$ cat config.mk
export PLATFORM = sky130hd
export DESIGN_NAME = tdso_core
export DESIGN_NICKNAME = d
export VERILOG_FILES = /design/src/tdso_pkg.sv /design/src/tdso_tick.sv /design/src/tdso_core.sv
export SDC_FILE = /design/constraint.sdc
export NUM_CORES = 2
export LEC_CHECK = 0
export BUFFER_PORTS_ARGS = -buffer_cell sky130_fd_sc_hd__buf_2
export CAP_MARGIN = 25
export CORE_MARGIN = 2
export CORE_UTILIZATION = 35
export CTS_BUF_LIST = sky130_fd_sc_hd__clkbuf_16
export CTS_CLUSTER_DIAMETER = 120
export CTS_CLUSTER_SIZE = 24
export DETAILED_ROUTE_END_ITERATION = 8
export GPL_TIMING_DRIVEN = 1
export PLACE_DENSITY = 0.51
export SYNTH_ARGS = -nofsm -noshare
export SYNTH_HDL_FRONTEND = slang
export SYNTH_SLANG_ARGS = --single-unit
$ cat constraint.sdc
create_clock -name clk -period 86.5 [get_ports clk]
set_input_delay 8.65 -clock clk [delete_from_list [all_inputs] [get_ports clk]]
set_output_delay 8.65 -clock clk [all_outputs]
set_load 0.01 [all_outputs]
$ cat src/tdso_pkg.sv
// tdso_pkg: constants, register map and types of the trigger delay / strobe / exposure-end block
// assumes a 125 MHz system clock; nothing else
`default_nettype none

package tdso_pkg;

  // ==========================================================
  // clock and time base
  localparam int CLK_PERIOD_NS = 8;
  localparam int US_NS = 1000;
  localparam int CYC_PER_US = (US_NS + CLK_PERIOD_NS - 1) / CLK_PERIOD_NS;
  localparam int TICK10_US = 10;

  // ==========================================================
  // trigger-to-exposure delay
  localparam int DLY_UNIT_US = 30;
  localparam int DLY_BASE_US = 122;
  localparam int LAT_STD_US = 120;
  localparam int LAT_A_US = 470;
  localparam int LAT_B_US = 1123;
  localparam int DLY_CNT_MIN = -4;
  localparam int DLY_CNT_MAX = 511;
  localparam int DLY_CNT_W = 10;
  localparam int DLY_US_W = 15;

  // ==========================================================
  // exposure-end pulse, in 10 us ticks
  localparam int SHT_DLY_MAX_US = 1000;
  localparam int SHT_W_MIN_US = 40;
  localparam int SHT_W_MAX_US = 10000;
  localparam int SHT_W_DEF_US = 5000;
  localparam int SHT_DLY_MAX_T = SHT_DLY_MAX_US / TICK10_US;
  localparam int SHT_W_MIN_T = SHT_W_MIN_US / TICK10_US;
  localparam int SHT_W_MAX_T = SHT_W_MAX_US / TICK10_US;
  localparam int SHT_W_DEF_T = SHT_W_DEF_US / TICK10_US;
  localparam int STB_W_DEF_T = 10;
  localparam int CNT_W = 16;

  // ==========================================================
  // register map (byte addresses)
  localparam logic [7:0] ADDR_CTRL = 8'h00;
  localparam logic [7:0] ADDR_STATUS = 8'h04;
  localparam logic [2:0] RGN_CAM = 3'h1;
  localparam logic [2:0] RGN_FLASH = 3'h2;
  localparam logic [2:0] RGN_LINE = 3'h3;

  // ctrl fields
  localparam int CTRL_NOCAM_BIT = 0;
  localparam int CTRL_MULTI_BIT = 1;
  // camera delay register fields
  localparam int CAM_CNT_LSB = 0;
  localparam int CAM_TYPE_LSB = 12;
  localparam logic [1:0] CAM_TYPE_STD = 2'h0;
  localparam logic [1:0] CAM_TYPE_A = 2'h1;
  localparam logic [1:0] CAM_TYPE_B = 2'h2;
  // flash register fields
  localparam int FL_DLY_LSB = 0;
  localparam int FL_W_LSB = 16;
  // line register fields
  localparam int LN_DLY_LSB = 0;
  localparam int LN_DLY_W = 7;
  localparam int LN_W_LSB = 8;
  localparam int LN_W_W = 10;
  localparam int LN_POL_BIT = 20;
  localparam int LN_SEL_BIT = 21;
  localparam int LN_CAM_LSB = 24;
  // status fields
  localparam int ST_CAM_LSB = 0;
  localparam int ST_STB_LSB = 8;
  localparam int ST_LN_LSB = 16;

  // ==========================================================
  // timer phases, gray along idle -> wait -> active
  typedef enum logic [1:0] {
    TDSO_IDLE = 2'b00,
    TDSO_WAIT = 2'b01,
    TDSO_ACT = 2'b11
  } tdso_phase_t;

endpackage : tdso_pkg

`default_nettype wire

$ cat src/tdso_tick.sv
// tdso_tick: free-running 1 us and 10 us tick generator
// assumes a synchronously released active-low reset
`default_nettype none
`timescale 1ns/10ps

module tdso_tick (
  input wire logic clk,
  input wire logic rst_n,
  output logic tick_us,
  output logic tick_10us
);

  logic [7:0] cyc_q;
  logic [3:0] us_q;

  // ==========================================================
  // cycle and microsecond counters
  always_ff @(posedge clk or negedge rst_n) begin
    if (!rst_n) begin
      cyc_q <= 8'h00;
      us_q <= 4'h0;
      tick_us <= 1'b0;
      tick_10us <= 1'b0;
    end else begin
      tick_us <= 1'b0;
      tick_10us <= 1'b0;
      if (cyc_q == 8'(tdso_pkg::CYC_PER_US - 1)) begin // RULE17
        cyc_q <= 8'h00;
        tick_us <= 1'b1;
        if (us_q == 4'(tdso_pkg::TICK10_US - 1)) begin
          us_q <= 4'h0;
          tick_10us <= 1'b1;
        end else begin
          us_q <= us_q + 4'h1;
        end
      end else begin
        cyc_q <= cyc_q + 8'h01;
      end
    end
  end

endmodule : tdso_tick

`default_nettype wire

$ cat src/tdso_core.sv
// tdso_core: trigger-to-exposure delay, strobe and exposure-end outputs
// assumes pins trig_in, cam_present and cam_expo_done are asynchronous;
// register port is a plain one-cycle strobe bus on clk
`default_nettype none
`timescale 1ns/10ps

// Behaviour
// (RULE1) per-camera signed delay count, -4..511, 30us
// (RULE2) delay = count*30 + 122 + camera latency
// (RULE3) strobe or exposure-end, never both driven
// (RULE4) pulse on output when exposure ends
// (RULE5) exposure-end outputs indexed by line number
// (RULE6) strobe from flash settings, end from line
// (RULE7) one exposure-end pulse per captured image
// (RULE8) option drives strobes without attached camera
// (RULE9) option covers strobe outputs 0..7 or 0..3
// (RULE10) eight or four cameras per variant
// (RULE11) multi-line mode takes selection from line 0
// (RULE12) trigger source waits for strobe end
// (RULE13) exposure-end delay 0..1000us, 10us steps
// (RULE14) exposure-end width 40..10000us, default 5000us
// (RULE15) selectable exposure-end polarity, positive default
// (RULE16) strobe outputs follow physical connector numbers
// (RULE17) timing from 10us ticks, reset to idle; camera delay timers count 1us ticks
module tdso_core #(
  parameter int N_CAM = 8
) (
  input wire logic clk,
  input wire logic arst_n,
  input wire logic [7:0] reg_addr,
  input wire logic [31:0] reg_wdata,
  input wire logic reg_wr,
  input wire logic reg_rd,
  output logic [31:0] reg_rdata,
  input wire logic trig_in,
  input wire logic [N_CAM-1:0] cam_present,
  input wire logic [N_CAM-1:0] cam_expo_done,
  output logic [N_CAM-1:0] cam_expose_start,
  output logic [N_CAM-1:0] strobe_trigger_out,
  output logic [N_CAM-1:0] exposure_end_out
);

  // ==========================================================
  // elaboration check
  if (N_CAM != 8 && N_CAM != 4) begin : g_bad_n_cam // RULE10
    $error("tdso_core: N_CAM must be 8 or 4");
  end

  // ==========================================================
  // functions
  function automatic logic [31:0] clamp_u(input logic [31:0] v, input int lo, input int hi);
    logic [31:0] r;
    r = v;
    if (v < 32'(lo)) begin
      r = 32'(lo);
    end else if (v > 32'(hi)) begin
      r = 32'(hi);
    end
    return r;
  endfunction : clamp_u

  function automatic logic [tdso_pkg::DLY_US_W-1:0] dly_us(
    input logic signed [tdso_pkg::DLY_CNT_W-1:0] cnt, input logic [1:0] typ);
    int lat;
    int t;
    lat = tdso_pkg::LAT_STD_US;
    if (typ == tdso_pkg::CAM_TYPE_A) begin
      lat = tdso_pkg::LAT_A_US;
    end else if (typ == tdso_pkg::CAM_TYPE_B) begin
      lat = tdso_pkg::LAT_B_US;
    end
    t = int'(cnt) * tdso_pkg::DLY_UNIT_US + tdso_pkg::DLY_BASE_US + lat; // RULE2
    return tdso_pkg::DLY_US_W'(t);
  endfunction : dly_us

  // ==========================================================
  // reset release and pin synchronisers
  logic [1:0] rst_sync_q;
  logic rst_n;
  logic [2:0] trig_sync_q;
  logic [N_CAM-1:0] pres_s1_q, pres_s2_q;
  logic [N_CAM-1:0] done_s1_q, done_s2_q, done_s3_q;
  logic trig_rise;
  logic [N_CAM-1:0] done_rise;

  always_ff @(posedge clk or negedge arst_n) begin
    if (!arst_n) begin
      rst_sync_q <= 2'b00;
    end else begin
      rst_sync_q <= {rst_sync_q[0], 1'b1};
    end
  end
  assign rst_n = rst_sync_q[1];

  always_ff @(posedge clk or negedge rst_n) begin
    if (!rst_n) begin
      trig_sync_q <= 3'h0;
      pres_s1_q <= '0;
      pres_s2_q <= '0;
      done_s1_q <= '0;
      done_s2_q <= '0;
      done_s3_q <= '0;
    end else begin
      trig_sync_q <= {trig_sync_q[1:0], trig_in};
      pres_s1_q <= cam_present;
      pres_s2_q <= pres_s1_q;
      done_s1_q <= cam_expo_done;
      done_s2_q <= done_s1_q;
      done_s3_q <= done_s2_q;
    end
  end
  assign trig_rise = trig_sync_q[1] & ~trig_sync_q[2];
  assign done_rise = done_s2_q & ~done_s3_q; // RULE7

  // ==========================================================
  // time base
  logic tick_us;
  logic tick_10us;

  tdso_tick u_tick (
    .clk(clk),
    .rst_n(rst_n),
    .tick_us(tick_us),
    .tick_10us(tick_10us)
  );

  // ==========================================================
  // register file
  logic nocam_q;
  logic multi_q;
  logic signed [tdso_pkg::DLY_CNT_W-1:0] cam_cnt_q [N_CAM];
  logic [1:0] cam_type_q [N_CAM];
  logic [tdso_pkg::CNT_W-1:0] fl_dly_q [N_CAM];
  logic [tdso_pkg::CNT_W-1:0] fl_w_q [N_CAM];
  logic [tdso_pkg::LN_DLY_W-1:0] ln_dly_q [N_CAM];
  logic [tdso_pkg::LN_W_W-1:0] ln_w_q [N_CAM];
  logic [N_CAM-1:0] ln_pol_q;
  logic [N_CAM-1:0] ln_sel_q;
  logic [2:0] ln_cam_q [N_CAM];
  logic [2:0] widx;
  logic [2:0] wrgn;
  logic signed [tdso_pkg::DLY_CNT_W-1:0] wcnt;

  assign widx = reg_addr[4:2];
  assign wrgn = reg_addr[7:5];
  assign wcnt = reg_wdata[tdso_pkg::CAM_CNT_LSB +: tdso_pkg::DLY_CNT_W];

  always_ff @(posedge clk or negedge rst_n) begin
    if (!rst_n) begin
      nocam_q <= 1'b0; // RULE8
      multi_q <= 1'b0;
      ln_pol_q <= '0; // RULE15
      ln_sel_q <= '0; // RULE3
      for (int i = 0; i < N_CAM; i++) begin
        cam_cnt_q[i] <= '0; // RULE1
        cam_type_q[i] <= tdso_pkg::CAM_TYPE_STD;
        fl_dly_q[i] <= '0;
        fl_w_q[i] <= tdso_pkg::CNT_W'(tdso_pkg::STB_W_DEF_T);
        ln_dly_q[i] <= '0; // RULE13
        ln_w_q[i] <= tdso_pkg::LN_W_W'(tdso_pkg::SHT_W_DEF_T); // RULE14
        ln_cam_q[i] <= 3'(i);
      end
    end else if (reg_wr) begin
      if (reg_addr == tdso_pkg::ADDR_CTRL) begin
        nocam_q <= reg_wdata[tdso_pkg::CTRL_NOCAM_BIT];
        multi_q <= reg_wdata[tdso_pkg::CTRL_MULTI_BIT];
      end else if (int'(widx) < N_CAM && reg_addr[1:0] == 2'b00) begin // RULE10
        case (wrgn)
          tdso_pkg::RGN_CAM: begin
            if (wcnt < tdso_pkg::DLY_CNT_W'(tdso_pkg::DLY_CNT_MIN)) begin
              cam_cnt_q[widx] <= tdso_pkg::DLY_CNT_W'(tdso_pkg::DLY_CNT_MIN); // RULE1
            end else if (wcnt > tdso_pkg::DLY_CNT_W'(tdso_pkg::DLY_CNT_MAX)) begin
              cam_cnt_q[widx] <= tdso_pkg::DLY_CNT_W'(tdso_pkg::DLY_CNT_MAX);
            end else begin
              cam_cnt_q[widx] <= wcnt;
            end
            cam_type_q[widx] <= reg_wdata[tdso_pkg::CAM_TYPE_LSB +: 2];
          end
          tdso_pkg::RGN_FLASH: begin
            fl_dly_q[widx] <= reg_wdata[tdso_pkg::FL_DLY_LSB +: tdso_pkg::CNT_W]; // RULE6
            fl_w_q[widx] <= reg_wdata[tdso_pkg::FL_W_LSB +: tdso_pkg::CNT_W];
          end
          tdso_pkg::RGN_LINE: begin
            ln_dly_q[widx] <= tdso_pkg::LN_DLY_W'(clamp_u(
              32'(reg_wdata[tdso_pkg::LN_DLY_LSB +: tdso_pkg::LN_DLY_W]), 0, tdso_pkg::SHT_DLY_MAX_T)); // RULE13
            ln_w_q[widx] <= tdso_pkg::LN_W_W'(clamp_u(
              32'(reg_wdata[tdso_pkg::LN_W_LSB +: tdso_pkg::LN_W_W]),
              tdso_pkg::SHT_W_MIN_T, tdso_pkg::SHT_W_MAX_T)); // RULE14
            ln_pol_q[widx] <= reg_wdata[tdso_pkg::LN_POL_BIT]; // RULE15
            ln_sel_q[widx] <= reg_wdata[tdso_pkg::LN_SEL_BIT];
            ln_cam_q[widx] <= reg_wdata[tdso_pkg::LN_CAM_LSB +: 3];
          end
          default: begin
          end
        endcase
      end
    end
  end

  // ==========================================================
  // trigger-to-exposure timers, one per camera
  tdso_pkg::tdso_phase_t cam_ph_q [N_CAM];
  logic [tdso_pkg::DLY_US_W-1:0] cam_tmr_q [N_CAM];

  always_ff @(posedge clk or negedge rst_n) begin
    if (!rst_n) begin
      cam_expose_start <= '0;
      for (int i = 0; i < N_CAM; i++) begin
        cam_ph_q[i] <= tdso_pkg::TDSO_IDLE; // RULE17
        cam_tmr_q[i] <= '0;
      end
    end else begin
      cam_expose_start <= '0;
      for (int i = 0; i < N_CAM; i++) begin
        case (cam_ph_q[i])
          tdso_pkg::TDSO_IDLE: begin
            if (trig_rise && pres_s2_q[i]) begin // RULE12
              cam_tmr_q[i] <= dly_us(cam_cnt_q[i], cam_type_q[i]); // RULE2
              cam_ph_q[i] <= tdso_pkg::TDSO_WAIT;
            end
          end
          tdso_pkg::TDSO_WAIT: begin
            if (tick_us) begin
              if (cam_tmr_q[i] == '0) begin
                cam_expose_start[i] <= 1'b1; // RULE1
                cam_ph_q[i] <= tdso_pkg::TDSO_IDLE;
              end else begin
                cam_tmr_q[i] <= cam_tmr_q[i] - 1'b1;
              end
            end
          end
          default: begin
            cam_ph_q[i] <= tdso_pkg::TDSO_IDLE;
          end
        endcase
      end
    end
  end

  // ==========================================================
  // strobe timers, one per physical connector
  tdso_pkg::tdso_phase_t stb_ph_q [N_CAM];
  logic [tdso_pkg::CNT_W-1:0] stb_tmr_q [N_CAM];

  always_ff @(posedge clk or negedge rst_n) begin
    if (!rst_n) begin
      for (int i = 0; i < N_CAM; i++) begin
        stb_ph_q[i] <= tdso_pkg::TDSO_IDLE;
        stb_tmr_q[i] <= '0;
      end
    end else begin
      for (int i = 0; i < N_CAM; i++) begin // RULE16
        case (stb_ph_q[i])
          tdso_pkg::TDSO_IDLE: begin
            if (trig_rise && (pres_s2_q[i] || nocam_q) && fl_w_q[i] != '0) begin // RULE8 RULE9
              stb_tmr_q[i] <= fl_dly_q[i]; // RULE6
              stb_ph_q[i] <= tdso_pkg::TDSO_WAIT;
            end
          end
          tdso_pkg::TDSO_WAIT: begin
            if (tick_10us) begin // RULE17
              if (stb_tmr_q[i] == '0) begin
                stb_tmr_q[i] <= fl_w_q[i] - 1'b1;
                stb_ph_q[i] <= tdso_pkg::TDSO_ACT;
              end else begin
                stb_tmr_q[i] <= stb_tmr_q[i] - 1'b1;
              end
            end
          end
          tdso_pkg::TDSO_ACT: begin
            if (tick_10us) begin
              if (stb_tmr_q[i] == '0) begin
                stb_ph_q[i] <= tdso_pkg::TDSO_IDLE;
              end else begin
                stb_tmr_q[i] <= stb_tmr_q[i] - 1'b1;
              end
            end
          end
          default: begin
            stb_ph_q[i] <= tdso_pkg::TDSO_IDLE;
          end
        endcase
      end
    end
  end

  // ==========================================================
  // exposure-end timers, one per line
  tdso_pkg::tdso_phase_t ln_ph_q [N_CAM];
  logic [tdso_pkg::LN_W_W-1:0] ln_tmr_q [N_CAM];
  logic [N_CAM-1:0] ln_evt;

  always_comb begin
    for (int i = 0; i < N_CAM; i++) begin
      ln_evt[i] = (int'(ln_cam_q[i]) < N_CAM) ? done_rise[ln_cam_q[i]] : 1'b0; // RULE5
    end
  end

  always_ff @(posedge clk or negedge rst_n) begin
    if (!rst_n) begin
      for (int i = 0; i < N_CAM; i++) begin
        ln_ph_q[i] <= tdso_pkg::TDSO_IDLE;
        ln_tmr_q[i] <= '0;
      end
    end else begin
      for (int i = 0; i < N_CAM; i++) begin
        case (ln_ph_q[i])
          tdso_pkg::TDSO_IDLE: begin
            if (ln_evt[i]) begin // RULE4 RULE7
              ln_tmr_q[i] <= tdso_pkg::LN_W_W'(ln_dly_q[i]); // RULE13
              ln_ph_q[i] <= tdso_pkg::TDSO_WAIT;
            end
          end
          tdso_pkg::TDSO_WAIT: begin
            if (ln_tmr_q[i] == '0) begin
              ln_tmr_q[i] <= ln_w_q[i] - 1'b1; // RULE14
              ln_ph_q[i] <= tdso_pkg::TDSO_ACT;
            end else if (tick_10us) begin
              ln_tmr_q[i] <= ln_tmr_q[i] - 1'b1;
            end
          end
          tdso_pkg::TDSO_ACT: begin
            if (tick_10us) begin
              if (ln_tmr_q[i] == '0) begin
                ln_ph_q[i] <= tdso_pkg::TDSO_IDLE;
              end else begin
                ln_tmr_q[i] <= ln_tmr_q[i] - 1'b1;
              end
            end
          end
          default: begin
            ln_ph_q[i] <= tdso_pkg::TDSO_IDLE;
          end
        endcase
      end
    end
  end

  // ==========================================================
  // shared output lines
  logic [N_CAM-1:0] sel_end;

  always_comb begin
    for (int i = 0; i < N_CAM; i++) begin
      sel_end[i] = multi_q ? ln_sel_q[0] : ln_sel_q[i]; // RULE11
    end
  end

  always_ff @(posedge clk or negedge rst_n) begin
    if (!rst_n) begin
      strobe_trigger_out <= '0;
      exposure_end_out <= '0;
    end else begin
      for (int i = 0; i < N_CAM; i++) begin
        strobe_trigger_out[i] <= ~sel_end[i] & (stb_ph_q[i] == tdso_pkg::TDSO_ACT); // RULE3
        exposure_end_out[i] <= sel_end[i] & ((ln_ph_q[i] == tdso_pkg::TDSO_ACT) ^ ln_pol_q[i]); // RULE3 RULE15
      end
    end
  end

  // ==========================================================
  // read data, one cycle after the read strobe
  always_ff @(posedge clk or negedge rst_n) begin
    if (!rst_n) begin
      reg_rdata <= 32'h0000_0000;
    end else begin
      reg_rdata <= 32'h0000_0000;
      if (reg_rd) begin
        if (reg_addr == tdso_pkg::ADDR_CTRL) begin
          reg_rdata[tdso_pkg::CTRL_NOCAM_BIT] <= nocam_q;
          reg_rdata[tdso_pkg::CTRL_MULTI_BIT] <= multi_q;
        end else if (reg_addr == tdso_pkg::ADDR_STATUS) begin
          for (int i = 0; i < N_CAM; i++) begin
            reg_rdata[tdso_pkg::ST_CAM_LSB + i] <= cam_ph_q[i] != tdso_pkg::TDSO_IDLE;
            reg_rdata[tdso_pkg::ST_STB_LSB + i] <= stb_ph_q[i] != tdso_pkg::TDSO_IDLE;
            reg_rdata[tdso_pkg::ST_LN_LSB + i] <= ln_ph_q[i] != tdso_pkg::TDSO_IDLE;
          end
        end else if (int'(widx) < N_CAM && reg_addr[1:0] == 2'b00) begin
          case (wrgn)
            tdso_pkg::RGN_CAM: begin
              reg_rdata[tdso_pkg::CAM_CNT_LSB +: tdso_pkg::DLY_CNT_W] <= cam_cnt_q[widx];
              reg_rdata[tdso_pkg::CAM_TYPE_LSB +: 2] <= cam_type_q[widx];
            end
            tdso_pkg::RGN_FLASH: begin
              reg_rdata[tdso_pkg::FL_DLY_LSB +: tdso_pkg::CNT_W] <= fl_dly_q[widx];
              reg_rdata[tdso_pkg::FL_W_LSB +: tdso_pkg::CNT_W] <= fl_w_q[widx];
            end
            tdso_pkg::RGN_LINE: begin
              reg_rdata[tdso_pkg::LN_DLY_LSB +: tdso_pkg::LN_DLY_W] <= ln_dly_q[widx];
              reg_rdata[tdso_pkg::LN_W_LSB +: tdso_pkg::LN_W_W] <= ln_w_q[widx];
              reg_rdata[tdso_pkg::LN_POL_BIT] <= ln_pol_q[widx];
              reg_rdata[tdso_pkg::LN_SEL_BIT] <= ln_sel_q[widx];
              reg_rdata[tdso_pkg::LN_CAM_LSB +: 3] <= ln_cam_q[widx];
            end
            default: begin
            end
          endcase
        end
      end
    end
  end

endmodule : tdso_core

`default_nettype wire

==> impl_metrics.yaml <==
floorplan:
  rows: 162
  dieWidth_um: 446
  io_pins: 117
  die_h_um: 446
  start_util: 0.352
  coreArea_um2: 195000
  die_area_um2: 199000
timing:
  tightest_slew_ns: 1.21
  min_period_ns: 11.05
  fin_ws_ns: 75.45
  finalSetupViolations: 0
  tns_ns: 0
  slew_headroom: 0.187
  fin_worst_skew_ns: 0.0716
  rsz0062_at_grt: "false"
  hold_viol_final: 0
  period_share: 0.128
  fmax_ghz: 0.0905
  drv_slew: 0
logic_synthesis:
  yosysUniqueCellTypes: 90
  ys.flop_type: "dfrtp_1"
  syn-instance-count: 7144
  synthXorXnorAreaFrac: 0.0591
  synth_edf_count: 0
  synth-compound-area-share: 0.135
  synth_top_area_frac: 0.342
  yosys.area.top_type: "dfrtp_1"
  ys_warn_count: 0
  ys_ff_latch: 1013
  synth_simple_gate_area_frac: 0.145
  ys_seq_area_frac: 0.371
  netlist_top_cells_area: "dfrtp_1 34%, ha_1 7.3%, mux2_2 6.5%"
  yosys-top-cells-count: "937 x dfrtp_1, 635 x nand2_1, 616 x o21ai_0"
  synth_nets: 7719
  synth_top_family_by_area: "simple AND/OR/NAND/NOR gates"
  syn_area_um2: 68500
  synth_fa_ha_area_frac: 0.106
  synthMuxAreaShare: 0.138
  avgSynthCellArea_um2: 9.59
  async_flop_share: 1.00
  synth.most_common_cell: "dfrtp_1"
layout:
  final_net_count: 7657
  area_delta_synth_final_pct: 7.78
  fillers: 19500
  postLayoutCellArea_um2: 73900
  drive_gt1_frac: 0.135
route:
  wl_per_cell_um: 23.1
  drtPass1Iterations: 6
  first_iter_violations: 4196
  drt.antenna.violating_nets: 0
  wl_um: 226000
  drt-vias-per-instance: 5.52
  drc_errors: 0
  vias: 53900
clock_network:
  clk_path_buf_depth: 3
  ctsHtreeMaxLevel: 2
  cts.sinks: 1013
  path_clk_slew_ns: 0.10
  cts_buffers: 52
  clk_latency_ns: 0.77
  cts_resized: 0
  post_cts_buffers: 0
  clockRootBuffer: "clkbuf_16"
  postCtsHoldBufs: 0
  cts_tree: "done"
grt:
  grt_max_degree: 78
  grt_use_total: 0.224
  grt_pass1_wl_um: 339000
  grt_antenna_before_repair: 16
  grt_remaining_overflow: 0
  grt_pass1_vias: 51900
placed_design:
  post-place-ws_ns: 74.82
  dpl.hpwl_um: 173000
  gp_congestion: 0.920
  placedInstanceArea_um2: 72100
  port_buffers: 116
setup_path:
  cp_slowest_cell: "buf_4"
  startpoint_type: "input pin"
  crit_required_ns: 87.14
  crit_path_end_kind: "register"
  cp_max_fo: 77
  worstPathArrival_ns: 11.70
  max_stage_delay_ns: 0.87
  path_cells: "buf_6 > buf_4 > mux4_2 > mux2i_1 > o22a_1 > a21oi_1"
  critPathBufInv: 2
  worstSetupPathType: "input pin to register"
  path_delay_family: "buffers and inverters"
pwr:
  p_int_uw: 745
  leakage_uw: 0.0343
  swShare: 0.345
  clockPowerShare: 0.265
  power_density_nw_per_um2: 15.4
  power_frac_comb: 0.265
  switching_power_uw: 391
  p_seq_frac: 0.470
  ir_worst_vdd_v: 0.0000181
flow_run:
  drv_cap: 0
run_status:
  status: "finished, final reports clean"
min_path:
  hold_class: "register to register"
routing by layer:
| metal | vias to the layer above | GRT usage | share of wire |
|---|---|---|---|
| li1 | 25300 | - | - |
| met1 | 26900 | 0.300 | 0.44 |
| met2 | 1458 | 0.361 | 0.46 |
| met3 | 336 | 0.0224 | 0.045 |
| met4 | 0 | 0.112 | 0.058 |
| met5 | - | 0 | 0 |
cells in the final DEF, fill, tap and decap left out, types with 47 or more instances in the layout:
| cell type | Yosys | final |
|---|---|---|
| dfrtp_1 | 937 | 935 |
| nand2_1 | 635 | 635 |
| o21ai_0 | 616 | 613 |
| inv_1 | 501 | 524 |
| nor2_1 | 487 | 487 |
| ha_1 | 402 | 402 |
| mux2_2 | 393 | 393 |
| a21oi_1 | 391 | 391 |
| xnor2_1 | 246 | 246 |
| nor3_1 | 235 | 235 |
| xor2_1 | 209 | 209 |
| mux2i_1 | 171 | 171 |
| nand3_1 | 153 | 153 |
| mux4_2 | 148 | 148 |
| buf_2 | 16 | 113 |
| fa_1 | 112 | 112 |
| o22ai_1 | 91 | 91 |
| nor4_1 | 78 | 77 |
| dfstp_2 | 76 | 76 |
| nor2b_1 | 73 | 72 |
| buf_4 | 0 | 71 |
| nand2b_1 | 68 | 68 |
| a211oi_1 | 62 | 62 |
| or3_1 | 60 | 60 |
| clkbuf_16 | 0 | 52 |
| a31oi_1 | 56 | 50 |
| and3_1 | 49 | 49 |
| or4_1 | 47 | 47 |
power groups by stage:
stage	clock (uW)	sequential (uW)	combinational, uW
detailed placement	0	542	300
global placement	0	542	296
finish	301	534	301
floorplan	0	531	226
global route	326	537	340
CTS	311	533	302
through the flow:
stage               utilization  std cells  power, uW  hold slack, ns
floorplan                     -       7144        757           0.331
global placement          0.369       9634        838           0.333
detailed placement        0.370       9646        843           0.335
CTS                       0.379       9739       1150           0.358
global route              0.379       9753       1200           0.362
finish                    0.379       9764       1140           0.354
cell type report:
type / instances / area [um^2] / share of cell area
Antenna cell: 19 / 47.5 / 0.000644
Clock buffer: 52 / 1300 / 0.0176
Tap cell: 2624 / 3280 / 0.0445
Inverter: 504 / 1890 / 0.0256
Multi-Input combinational cell: 5311 / 40100 / 0.542
Sequential cell: 1013 / 25400 / 0.345
Timing Repair Buffer: 200 / 1470 / 0.0198
Clock inverter: 41 / 362 / 0.00490
flip-flops by register name, indices dropped and copies added (netlist names), 16 cells and up:
name and cells:
reg_rdata 32, stb_ph_q 16, ln_tmr_q 80, cam_tmr_q 120
ln_dly_q 56, cam_type_q 16, fl_dly_q 128, ln_cam_q 24
ln_w_q 80, cam_cnt_q 80, fl_w_q 128, stb_tmr_q 128
ln_ph_q 16
final timing paths:
kind,startpoint,to,slack (ns),cells past startpoint
max,reg_addr[3],reg_rdata[10],75.45,6
min,done_s1_q[4],done_s2_q[4],0.35,0
max reg2reg,cam_cnt_q[60],cam_tmr_q[104],81.11,20
min reg2reg,done_s1_q[4],done_s2_q[4],0.35,0
max in group asynchronous,arst_n,rst_sync_q[1],78.75,1
min in group asynchronous,rst_sync_q[1],ln_tmr_q[50],0.36,0
kinds of logic after synthesis:
logic type,Yosys count
AO/OA/AOI/OAI,1556
XOR/XNOR,458
other,1
AND/OR/NAND/NOR,2069
adder cells (fa/ha/maj),514
buffers and inverters,820
multiplexers,713
flip-flops,1013
(Power assumes the default switching activity.)
